[config.mk]
export PLATFORM = sky130hd
export DESIGN_NAME = bbu_top
export DESIGN_NICKNAME = d
export VERILOG_FILES = /design/src/rtl/bbu_pkg.sv /design/src/rtl/bbu_ex_if.sv /design/src/rtl/bbu_branch.sv /design/src/rtl/bbu_shifter.sv /design/src/rtl/bbu_top.sv
export SDC_FILE = /design/constraint.sdc
export NUM_CORES = 1
export LEC_CHECK = 0
export ABC_AREA = 1
export ABC_CLOCK_PERIOD_IN_PS = 2500
export BUFFER_PORTS_ARGS = -buffer_cell sky130_fd_sc_hd__buf_2
export CAP_MARGIN = 20
export CORE_MARGIN = 2
export CORE_UTILIZATION = 58
export DETAILED_ROUTE_END_ITERATION = 8
export GPL_ROUTABILITY_DRIVEN = 0
export PLACE_DENSITY = 0.82
export SYNTH_ARGS = -nofsm -noshare
export SYNTH_HDL_FRONTEND = slang
export SYNTH_HIERARCHICAL = 1
export SYNTH_SLANG_ARGS = --single-unit
[constraint.sdc]
create_clock -name core_clk_i -period 2.5 [get_ports core_clk_i]
set_clock_uncertainty 0.2 [all_clocks]
set_input_delay 0.375 -clock core_clk_i [delete_from_list [all_inputs] [get_ports core_clk_i]]
set_output_delay 0.375 -clock core_clk_i [all_outputs]
set_load 0.01 [all_outputs]
[src/rtl/bbu_pkg.sv]
// Notes on behaviour
// - carry/negative branches jump by offset plus one
// - signed ge branch jumps when N^V is 0
// - signed less branch jumps when N^V is 1
// - half carry one branch jumps, flags kept
// - half carry zero branch jumps, flags kept
// - transfer flag one branch jumps, flags kept
// - irq on branch jumps when I is 1
// - irq off branch jumps when I is 0
// - io bit set writes one, two cycles
// - io bit clear writes zero, two cycles
// - shifts set Z C N V in one cycle
// - rotate left moves carry in and out
// - rotate right moves carry in and out
// - bit store copies register bit to T
package bbu_pkg;

  // datapath widths
  localparam int DATA_W = 8;
  localparam int PC_W = 16;
  localparam int OFS_W = 7;

  // positions inside the status flags register
  localparam int FLAG_C = 0;
  localparam int FLAG_Z = 1;
  localparam int FLAG_N = 2;
  localparam int FLAG_V = 3;
  localparam int FLAG_S = 4;
  localparam int FLAG_H = 5;
  localparam int FLAG_T = 6;
  localparam int FLAG_I = 7;

  // values after reset
  localparam logic [DATA_W-1:0] STATUS_RESET = 8'h00;
  localparam logic [PC_W-1:0] PC_RESET = 16'h0000;

  // cycle counts of the multi-cycle forms
  localparam int BRANCH_TAKEN_CYCLES = 2;
  localparam int IO_BIT_CYCLES = 2;

  // operations handled by this slice
  typedef enum logic [4:0] {
    OP_BRANCH_CARRY_CLEAR = 5'h00,
    OP_BRANCH_UNSIGNED_LOWER = 5'h01,
    OP_BRANCH_NEGATIVE = 5'h02,
    OP_BRANCH_POSITIVE = 5'h03,
    OP_BRANCH_SIGNED_GE = 5'h04,
    OP_BRANCH_SIGNED_LESS = 5'h05,
    OP_BRANCH_HALFCARRY_ONE = 5'h06,
    OP_BRANCH_HALFCARRY_ZERO = 5'h07,
    OP_BRANCH_TRANSFER_FLAG_ONE = 5'h08,
    OP_BRANCH_IRQ_ON = 5'h09,
    OP_BRANCH_IRQ_OFF = 5'h0A,
    OP_IO_BIT_SET = 5'h10,
    OP_IO_BIT_CLEAR = 5'h11,
    OP_LOGICAL_LEFT_SHIFT = 5'h12,
    OP_LOGICAL_RIGHT_SHIFT = 5'h13,
    OP_ROTATE_LEFT_VIA_CARRY = 5'h14,
    OP_ROTATE_RIGHT_VIA_CARRY = 5'h15,
    OP_ARITHMETIC_RIGHT_SHIFT = 5'h16,
    OP_NIBBLE_SWAP = 5'h17,
    OP_STATUS_FLAG_SET = 5'h18,
    OP_STATUS_FLAG_CLEAR = 5'h19,
    OP_BIT_TO_TRANSFER_FLAG = 5'h1A
  } bbu_op_t;

  // sequencer states, one-hot
  typedef enum logic [2:0] {
    ST_IDLE = 3'h1,
    ST_BRANCH = 3'h2,
    ST_IO = 3'h4
  } bbu_state_t;

  // true for every conditional branch code
  function automatic logic is_branch(input bbu_op_t op);
    is_branch = (op <= OP_BRANCH_IRQ_OFF);
  endfunction : is_branch

  // branch condition against the current flags
  function automatic logic branch_cond(input bbu_op_t op, input logic [DATA_W-1:0] f);
    case (op)
      OP_BRANCH_CARRY_CLEAR: branch_cond = !f[FLAG_C];
      OP_BRANCH_UNSIGNED_LOWER: branch_cond = f[FLAG_C];
      OP_BRANCH_NEGATIVE: branch_cond = f[FLAG_N];
      OP_BRANCH_POSITIVE: branch_cond = !f[FLAG_N];
      OP_BRANCH_SIGNED_GE: branch_cond = !(f[FLAG_N] ^ f[FLAG_V]);
      OP_BRANCH_SIGNED_LESS: branch_cond = f[FLAG_N] ^ f[FLAG_V];
      OP_BRANCH_HALFCARRY_ONE: branch_cond = f[FLAG_H];
      OP_BRANCH_HALFCARRY_ZERO: branch_cond = !f[FLAG_H];
      OP_BRANCH_TRANSFER_FLAG_ONE: branch_cond = f[FLAG_T];
      OP_BRANCH_IRQ_ON: branch_cond = f[FLAG_I];
      OP_BRANCH_IRQ_OFF: branch_cond = !f[FLAG_I];
      default: branch_cond = 1'b0;
    endcase
  endfunction : branch_cond

  // pc plus signed word offset plus one
  function automatic logic [PC_W-1:0] pc_target(input logic [PC_W-1:0] pc,
                                                input logic [OFS_W-1:0] k);
    pc_target = pc + {{(PC_W - OFS_W){k[OFS_W-1]}}, k} + PC_W'(1);
  endfunction : pc_target

  // one-hot byte mask for a bit select
  function automatic logic [DATA_W-1:0] bit_mask(input logic [2:0] sel);
    bit_mask = DATA_W'(1) << sel;
  endfunction : bit_mask

endpackage : bbu_pkg

[src/rtl/bbu_ex_if.sv]
// operands out to the helpers and their results back to the core
interface bbu_ex_if;
  import bbu_pkg::*;
  bbu_op_t op;
  logic [DATA_W-1:0] opnd;
  logic [DATA_W-1:0] flags;
  logic [PC_W-1:0] pc;
  logic [OFS_W-1:0] ofs;
  logic [DATA_W-1:0] sh_res;
  logic [DATA_W-1:0] sh_flags;
  logic br_take;
  logic [PC_W-1:0] br_pc;

  modport core (output op, opnd, flags, pc, ofs, input sh_res, sh_flags, br_take, br_pc);
  modport shifter (input op, opnd, flags, output sh_res, sh_flags);
  modport brancher (input op, flags, pc, ofs, output br_take, br_pc);
endinterface : bbu_ex_if

[src/rtl/bbu_branch.sv]
// branch decision and target for the relative branches
module bbu_branch
  import bbu_pkg::*;
(
  // operand side
  bbu_ex_if.brancher ex
);

  // condition and target are pure functions of op, flags, pc and offset
  always_comb
  begin
    ex.br_take = is_branch(ex.op) && branch_cond(ex.op, ex.flags);
    ex.br_pc = pc_target(ex.pc, ex.ofs);
  end

endmodule : bbu_branch

[src/rtl/bbu_shifter.sv]
// shift, rotate and swap results with their new flags
module bbu_shifter
  import bbu_pkg::*;
(
  // operand side
  bbu_ex_if.shifter ex
);

  logic [DATA_W-1:0] res; // shifted byte
  logic cout; // bit shifted out

  // pick the result; swap keeps the old carry and flags
  always_comb
  begin
    res = ex.opnd;
    cout = ex.flags[FLAG_C];
    case (ex.op)
      OP_LOGICAL_LEFT_SHIFT:
      begin
        res = {ex.opnd[6:0], 1'b0};
        cout = ex.opnd[7];
      end
      OP_LOGICAL_RIGHT_SHIFT:
      begin
        res = {1'b0, ex.opnd[7:1]};
        cout = ex.opnd[0];
      end
      OP_ARITHMETIC_RIGHT_SHIFT:
      begin
        res = {ex.opnd[7], ex.opnd[7:1]};
        cout = ex.opnd[0];
      end
      OP_ROTATE_LEFT_VIA_CARRY:
      begin
        res = {ex.opnd[6:0], ex.flags[FLAG_C]};
        cout = ex.opnd[7];
      end
      OP_ROTATE_RIGHT_VIA_CARRY:
      begin
        res = {ex.flags[FLAG_C], ex.opnd[7:1]};
        cout = ex.opnd[0];
      end
      OP_NIBBLE_SWAP: res = {ex.opnd[3:0], ex.opnd[7:4]};
      default: res = ex.opnd;
    endcase
  end

  // flag update: Z C N V for shifts, V is N xor C; S is left alone
  always_comb
  begin
    ex.sh_res = res;
    ex.sh_flags = ex.flags;
    if (ex.op != OP_NIBBLE_SWAP)
    begin
      ex.sh_flags[FLAG_Z] = (res == '0);
      ex.sh_flags[FLAG_C] = cout;
      ex.sh_flags[FLAG_N] = res[7];
      ex.sh_flags[FLAG_V] = res[7] ^ cout;
    end
  end

endmodule : bbu_shifter

[src/rtl/bbu_top.sv]
// branch and bit operation slice of the core
module bbu_top
  import bbu_pkg::*;
#(
  parameter int IO_ADDR_W = 5, // width of the io register address
  parameter int REG_IDX_W = 5 // width of a working register index
)
(
  // clock and reset
  input wire logic core_clk_i,
  input wire logic reset_n_i,
  // instruction issue
  input wire logic op_valid_i,
  input wire bbu_op_t op_i,
  input wire logic [OFS_W-1:0] offset_i,
  input wire logic [2:0] bit_sel_i,
  input wire logic [REG_IDX_W-1:0] dst_idx_i,
  input wire logic [DATA_W-1:0] work_data_i,
  input wire logic [IO_ADDR_W-1:0] io_addr_i,
  // io read data and outside flag loads
  input wire logic [DATA_W-1:0] io_rdata_i,
  input wire logic flags_we_i,
  input wire logic [DATA_W-1:0] flags_wdata_i,
  // sequencer state
  output logic busy_o,
  output logic done_o,
  output logic [PC_W-1:0] pc_o,
  output logic [DATA_W-1:0] status_o,
  // working register write back
  output logic wr_en_o,
  output logic [REG_IDX_W-1:0] wr_idx_o,
  output logic [DATA_W-1:0] wr_data_o,
  // io space access
  output logic io_rd_o,
  output logic io_wr_o,
  output logic [IO_ADDR_W-1:0] io_addr_o,
  output logic [DATA_W-1:0] io_wdata_o
);

  // every flip-flop of the slice
  typedef struct packed {
    bbu_state_t st; // sequencer state
    logic busy; // second cycle in flight
    logic done; // instruction retired
    logic [PC_W-1:0] pc; // program counter
    logic [DATA_W-1:0] flags; // status flags register
    logic wr_en; // write back strobe
    logic [REG_IDX_W-1:0] wr_idx; // write back index
    logic [DATA_W-1:0] wr_data; // write back value
    logic io_rd; // io read strobe
    logic io_wr; // io write strobe
    logic [IO_ADDR_W-1:0] io_addr; // io address, held for the write
    logic [DATA_W-1:0] io_wdata; // io write value
    logic [2:0] bit_sel; // io bit kept for the second cycle
    logic io_set; // set rather than clear
    logic [PC_W-1:0] tgt; // taken branch target
  } bbu_top_state_t;

  localparam bbu_top_state_t STATE_RESET = '{
    st: ST_IDLE,
    busy: 1'b0,
    done: 1'b0,
    pc: PC_RESET,
    flags: STATUS_RESET,
    wr_en: 1'b0,
    wr_idx: '0,
    wr_data: '0,
    io_rd: 1'b0,
    io_wr: 1'b0,
    io_addr: '0,
    io_wdata: '0,
    bit_sel: 3'h0,
    io_set: 1'b0,
    tgt: PC_RESET
  };

  bbu_top_state_t r; // registered state
  bbu_top_state_t next_r; // state for the next edge

  bbu_ex_if ex (); // link to the helpers

  // helpers see the issuing instruction and the live flags
  assign ex.op = op_i;
  assign ex.opnd = work_data_i;
  assign ex.flags = r.flags;
  assign ex.pc = r.pc;
  assign ex.ofs = offset_i;

  // shift, rotate and swap unit
  bbu_shifter u_shifter (
    .ex(ex.shifter)
  );

  // branch decision unit
  bbu_branch u_branch (
    .ex(ex.brancher)
  );

  // next state; issue is taken only in idle, so busy is the stall
  always_comb
  begin
    next_r = r;
    next_r.done = 1'b0;
    next_r.wr_en = 1'b0;
    next_r.io_rd = 1'b0;
    next_r.io_wr = 1'b0;
    // outside loads first so an own flag update in the same cycle wins
    if (flags_we_i)
    begin
      next_r.flags = flags_wdata_i;
    end
    case (r.st)
      ST_IDLE:
      begin
        if (op_valid_i)
        begin
          if (is_branch(op_i))
          begin
            // flags are never touched by a branch
            if (ex.br_take)
            begin
              next_r.st = ST_BRANCH;
              next_r.busy = 1'b1;
              next_r.tgt = ex.br_pc;
            end
            else
            begin
              next_r.pc = r.pc + PC_W'(1);
              next_r.done = 1'b1;
            end
          end
          else
          begin
            next_r.pc = r.pc + PC_W'(1);
            next_r.done = 1'b1;
            case (op_i)
              OP_IO_BIT_SET, OP_IO_BIT_CLEAR:
              begin
                // read first, write on the second cycle
                next_r.st = ST_IO;
                next_r.busy = 1'b1;
                next_r.done = 1'b0;
                next_r.pc = r.pc;
                next_r.io_rd = 1'b1;
                next_r.io_addr = io_addr_i;
                next_r.bit_sel = bit_sel_i;
                next_r.io_set = (op_i == OP_IO_BIT_SET);
              end
              OP_LOGICAL_LEFT_SHIFT, OP_LOGICAL_RIGHT_SHIFT, OP_ARITHMETIC_RIGHT_SHIFT,
              OP_ROTATE_LEFT_VIA_CARRY, OP_ROTATE_RIGHT_VIA_CARRY, OP_NIBBLE_SWAP:
              begin
                next_r.wr_en = 1'b1;
                next_r.wr_idx = dst_idx_i;
                next_r.wr_data = ex.sh_res;
                next_r.flags = ex.sh_flags;
              end
              OP_STATUS_FLAG_SET: next_r.flags = r.flags | bit_mask(bit_sel_i);
              OP_STATUS_FLAG_CLEAR: next_r.flags = r.flags & ~bit_mask(bit_sel_i);
              OP_BIT_TO_TRANSFER_FLAG: next_r.flags[FLAG_T] = work_data_i[bit_sel_i];
              default:
              begin
                // unlisted codes, 0x0B-0x0F and those above the bit store, are dropped: no retire and no pc step
                next_r.done = 1'b0;
                next_r.pc = r.pc;
              end
            endcase
          end
        end
      end
      ST_BRANCH:
      begin
        // second cycle of a taken branch loads the target
        next_r.pc = r.tgt;
        next_r.done = 1'b1;
        next_r.busy = 1'b0;
        next_r.st = ST_IDLE;
      end
      ST_IO:
      begin
        // read data stands while the read strobe is high
        next_r.io_wr = 1'b1;
        if (r.io_set)
        begin
          next_r.io_wdata = io_rdata_i | bit_mask(r.bit_sel);
        end
        else
        begin
          next_r.io_wdata = io_rdata_i & ~bit_mask(r.bit_sel);
        end
        next_r.pc = r.pc + PC_W'(1);
        next_r.done = 1'b1;
        next_r.busy = 1'b0;
        next_r.st = ST_IDLE;
      end
      default: next_r = STATE_RESET; // illegal code recovers to reset
    endcase
  end

  // the one register bank
  always_ff @(posedge core_clk_i or negedge reset_n_i)
  begin
    if (!reset_n_i)
    begin
      r <= STATE_RESET;
    end
    else
    begin
      r <= next_r;
    end
  end

  // outputs straight from flip-flops
  assign busy_o = r.busy;
  assign done_o = r.done;
  assign pc_o = r.pc;
  assign status_o = r.flags;
  assign wr_en_o = r.wr_en;
  assign wr_idx_o = r.wr_idx;
  assign wr_data_o = r.wr_data;
  assign io_rd_o = r.io_rd;
  assign io_wr_o = r.io_wr;
  assign io_addr_o = r.io_addr;
  assign io_wdata_o = r.io_wdata;

  // checks; an issue counts only when the slice is idle
  logic acc; // instruction taken this cycle
  assign acc = op_valid_i && !busy_o;
endmodule : bbu_top

==> flow_summary.yaml <==
synth:
  seq_area_frac_synth_pct: 29.1
  synth_edf_count: 0
  ys_ff_latch: 78
  synth.avg_cell_area_um2: 6.60
  synth_area_mm2: 0.00671
  syn_inst: 1017
  yosysTopAreaCell: "dfrtp_1"
  synth_top_cells_by_area: "dfrtp_1, nand2_1, inv_1, nand3_1, buf_4"
  async_flop_share_pct: 100
  yosysTopAreaCellShare_pct: 28.7
  yosysUniqueCellTypes: 46
  synth_warnings: 6
  synth_ff_type: "dfrtp_1"
  syn_nets: 1087
setup_path:
  cp-startpoint: "status_o[0]$_DFF_PN0_"
  cp_data_required_time_ps: 2500
  cp_cell_sequence: "nand2_1 -> nand2_1 -> o21ai_0 -> inv_1 -> a21oi_1 -> nor2_1 -> buf_4 -> nor2_1 -> nor2_1 -> nand3_2 -> buf_4 -> o22ai_1"
  worst-setup-path-type: "flip-flop to flip-flop"
  cp_slowest_cell: "dfrtp_1"
  endpoint_kind: "flip-flop"
  cp_max_fo: 16
  start_kind: "flip-flop"
  critPathTopFamily: "flip-flops"
  cp.arrival_ps: 2180
  rr_startpoint: "status_o[0]$_DFF_PN0_"
  rrSetupSlack_ps: 310
  worst-path-buf-inv: 3
  crit_top_cell: "nor2_1"
  cpPeakStageDelay_ps: 490
timing:
  worst_hold_slack_ps: 54.8
  hold_viol: 0
  fmax_ghz: 0.458
  worst_slew_pin_slew_ps: 816
  finalSetupViolations: 0
  drv_slew: 0
  fin_setup_tns_ps: 0
  timing.final.crit_period_ps: 2190
  slew_headroom_pct: 45.6
  rsz0062_at_grt: "no"
  fin_crit_sh_pct: 87.4
min_path:
  hold_path.startpoint: "dst_idx_i[4]"
  hold_class: "input pin to flip-flop"
floorplanning:
  fp.dieW_um: 112
  die_h_um: 112
  start_util_pct: 59.0
  die_area_mm2: 0.0124
  rows: 39
  coreArea_mm2: 0.0114
  ioPinCount: 108
cells_and_area:
  final_common_cell: "nand2_1"
  syn_to_final_growth_pct: 8.93
  fin_area_mm2: 0.00731
  drive_gt1_share_pct: 19.6
  layout_common_cells: "nand2_1, inv_1, buf_2"
  nNetsFinal: 1147
  diodes: 0
route:
  dr.pass1.iters: 5
  detail_route.wl_per_cell_um: 13.9
  ant_nets: 0
  num_vias: 6579
  finalWirelength_um: 17100
  drt_iter0_markers: 457
  viasPerCell: 5.37
  drc: 0
power:
  irDropWorstVdd_mv: 0.386
  leakagePower_nw: 4.13
  total_power_mw: 4.72
  p_per_area_mw_per_mm2: 646
clock_tree:
  clkLatencyLatePin_ps: 330
  htree_levels: 3
  cts_sinks: 78
  postCtsSetupBuffers: 0
  clk_path_buf_depth: 2
  cts-resized-gates: 0
  cts_hold_buffers: 1
  cts_root_buf: "clkbuf_16"
  cts_buffers: 9
  cts_tree: "done"
  clk_pin_slew_ps: 60
placement:
  io_buffers: 107
  place_area_mm2: 0.00700
  dp_hpwl_um: 12500
run_status:
  outcome: "completed"
grt:
  grt_pass1_vias: 6027
  grt_antenna_before_repair: 1
  grt_first_pass_wirelength_um: 28600
  grt_max_degree: 50
  grt-ovfl-total: 0
  gr-usage-all-layers_pct: 27.7
run:
  drv_cap: 0
## report_power, final
group | internal [mW] | switching [mW]
Sequential | 1.56 | 0.204
Clock | 0.781 | 0.548
Combinational | 0.613 | 1.01
## worst min-delay path, delay by kind of cell
| kind | cells | cell delay [ps] |
|---|---|---|
| buffers and inverters | 1 | 70 |
| and+or+nand+nor | 1 | 40 |
| AOI/OAI and AO/OA | 1 | 60 |
## cell usage after synthesis (14+ instances only)
master and n:
nor2_1 89, o21ai_1 14, a21oi_1 31, ha_1 16
o21ai_0 39, nand2_2 21, nand2_1 304, nand3_1 85
dfrtp_1 77, inv_1 146, buf_4 55
## layer usage
layer	vias to the layer above	routed length [µm]	share of wire, %	global-route usage [%]
met2	273	7980	47	45.1
met1	2997	7540	44	38.7
li1	3277	-	-	-
met5	-	13	0.076	0
met3	30	1270	7.4	4.57
met4	2	266	1.6	7.49
## through the flow
stage               utilization (%)  setup slack [ps]  cells
finish                         64.3               315   1225
global route                   64.3               175   1225
CTS                            64.3               330   1225
detailed placement             61.6              78.4   1208
global placement               61.6               158   1208
floorplan                         -               500   1017
## cell families (layout without fill, tap and decap cells)
kind of cell | Yosys count | count (layout) | synth area share [%]
simple gates | 554 | 554 | 37.0
mux | 1 | 1 | 0.149
xor+xnor | 16 | 16 | 2.09
flops | 78 | 78 | 29.1
compound gates | 122 | 122 | 11.5
buf+inv | 229 | 294 | 16.8
fa+ha+maj | 17 | 17 | 3.28
## state kept, by name, summed over array words and instances (netlist names)
register	cells
io_wdata_o	8
busy_o	1
r	23
pc_o	16
wr_en_o	1
io_wr_o	1
wr_data_o	8
done_o	1
wr_idx_o	5
status_o	8
io_rd_o	1
io_addr_o	5
## path summary, 6_finish.rpt
| kind | to | cells past startpoint |
|---|---|---|
| worst max-delay path | r[2]$_DFFE_PN0P_ | 12 |
| worst min-delay path | wr_idx_o[4]$_DFFE_PN0P_ | 3 |
| worst max register to register | r[2]$_DFFE_PN0P_ | 12 |
| worst min register to register | busy_o$_DFFE_PN0P_ | 2 |
| max in group asynchronous | r[75]$_DFFE_PN1P_ | 3 |
| min in group asynchronous | status_o[2]$_DFF_PN0_ | 2 |
## area by class of cell
class,count,area [µm²]
clock inverter,6,68.8
timing repair buffer,122,666
clock buffer,10,229
tap,143,179
inverter,156,587
fill,1067,4060
multi-input combinational,710,3620
sequential,78,1950
(Power assumes the default switching activity.)
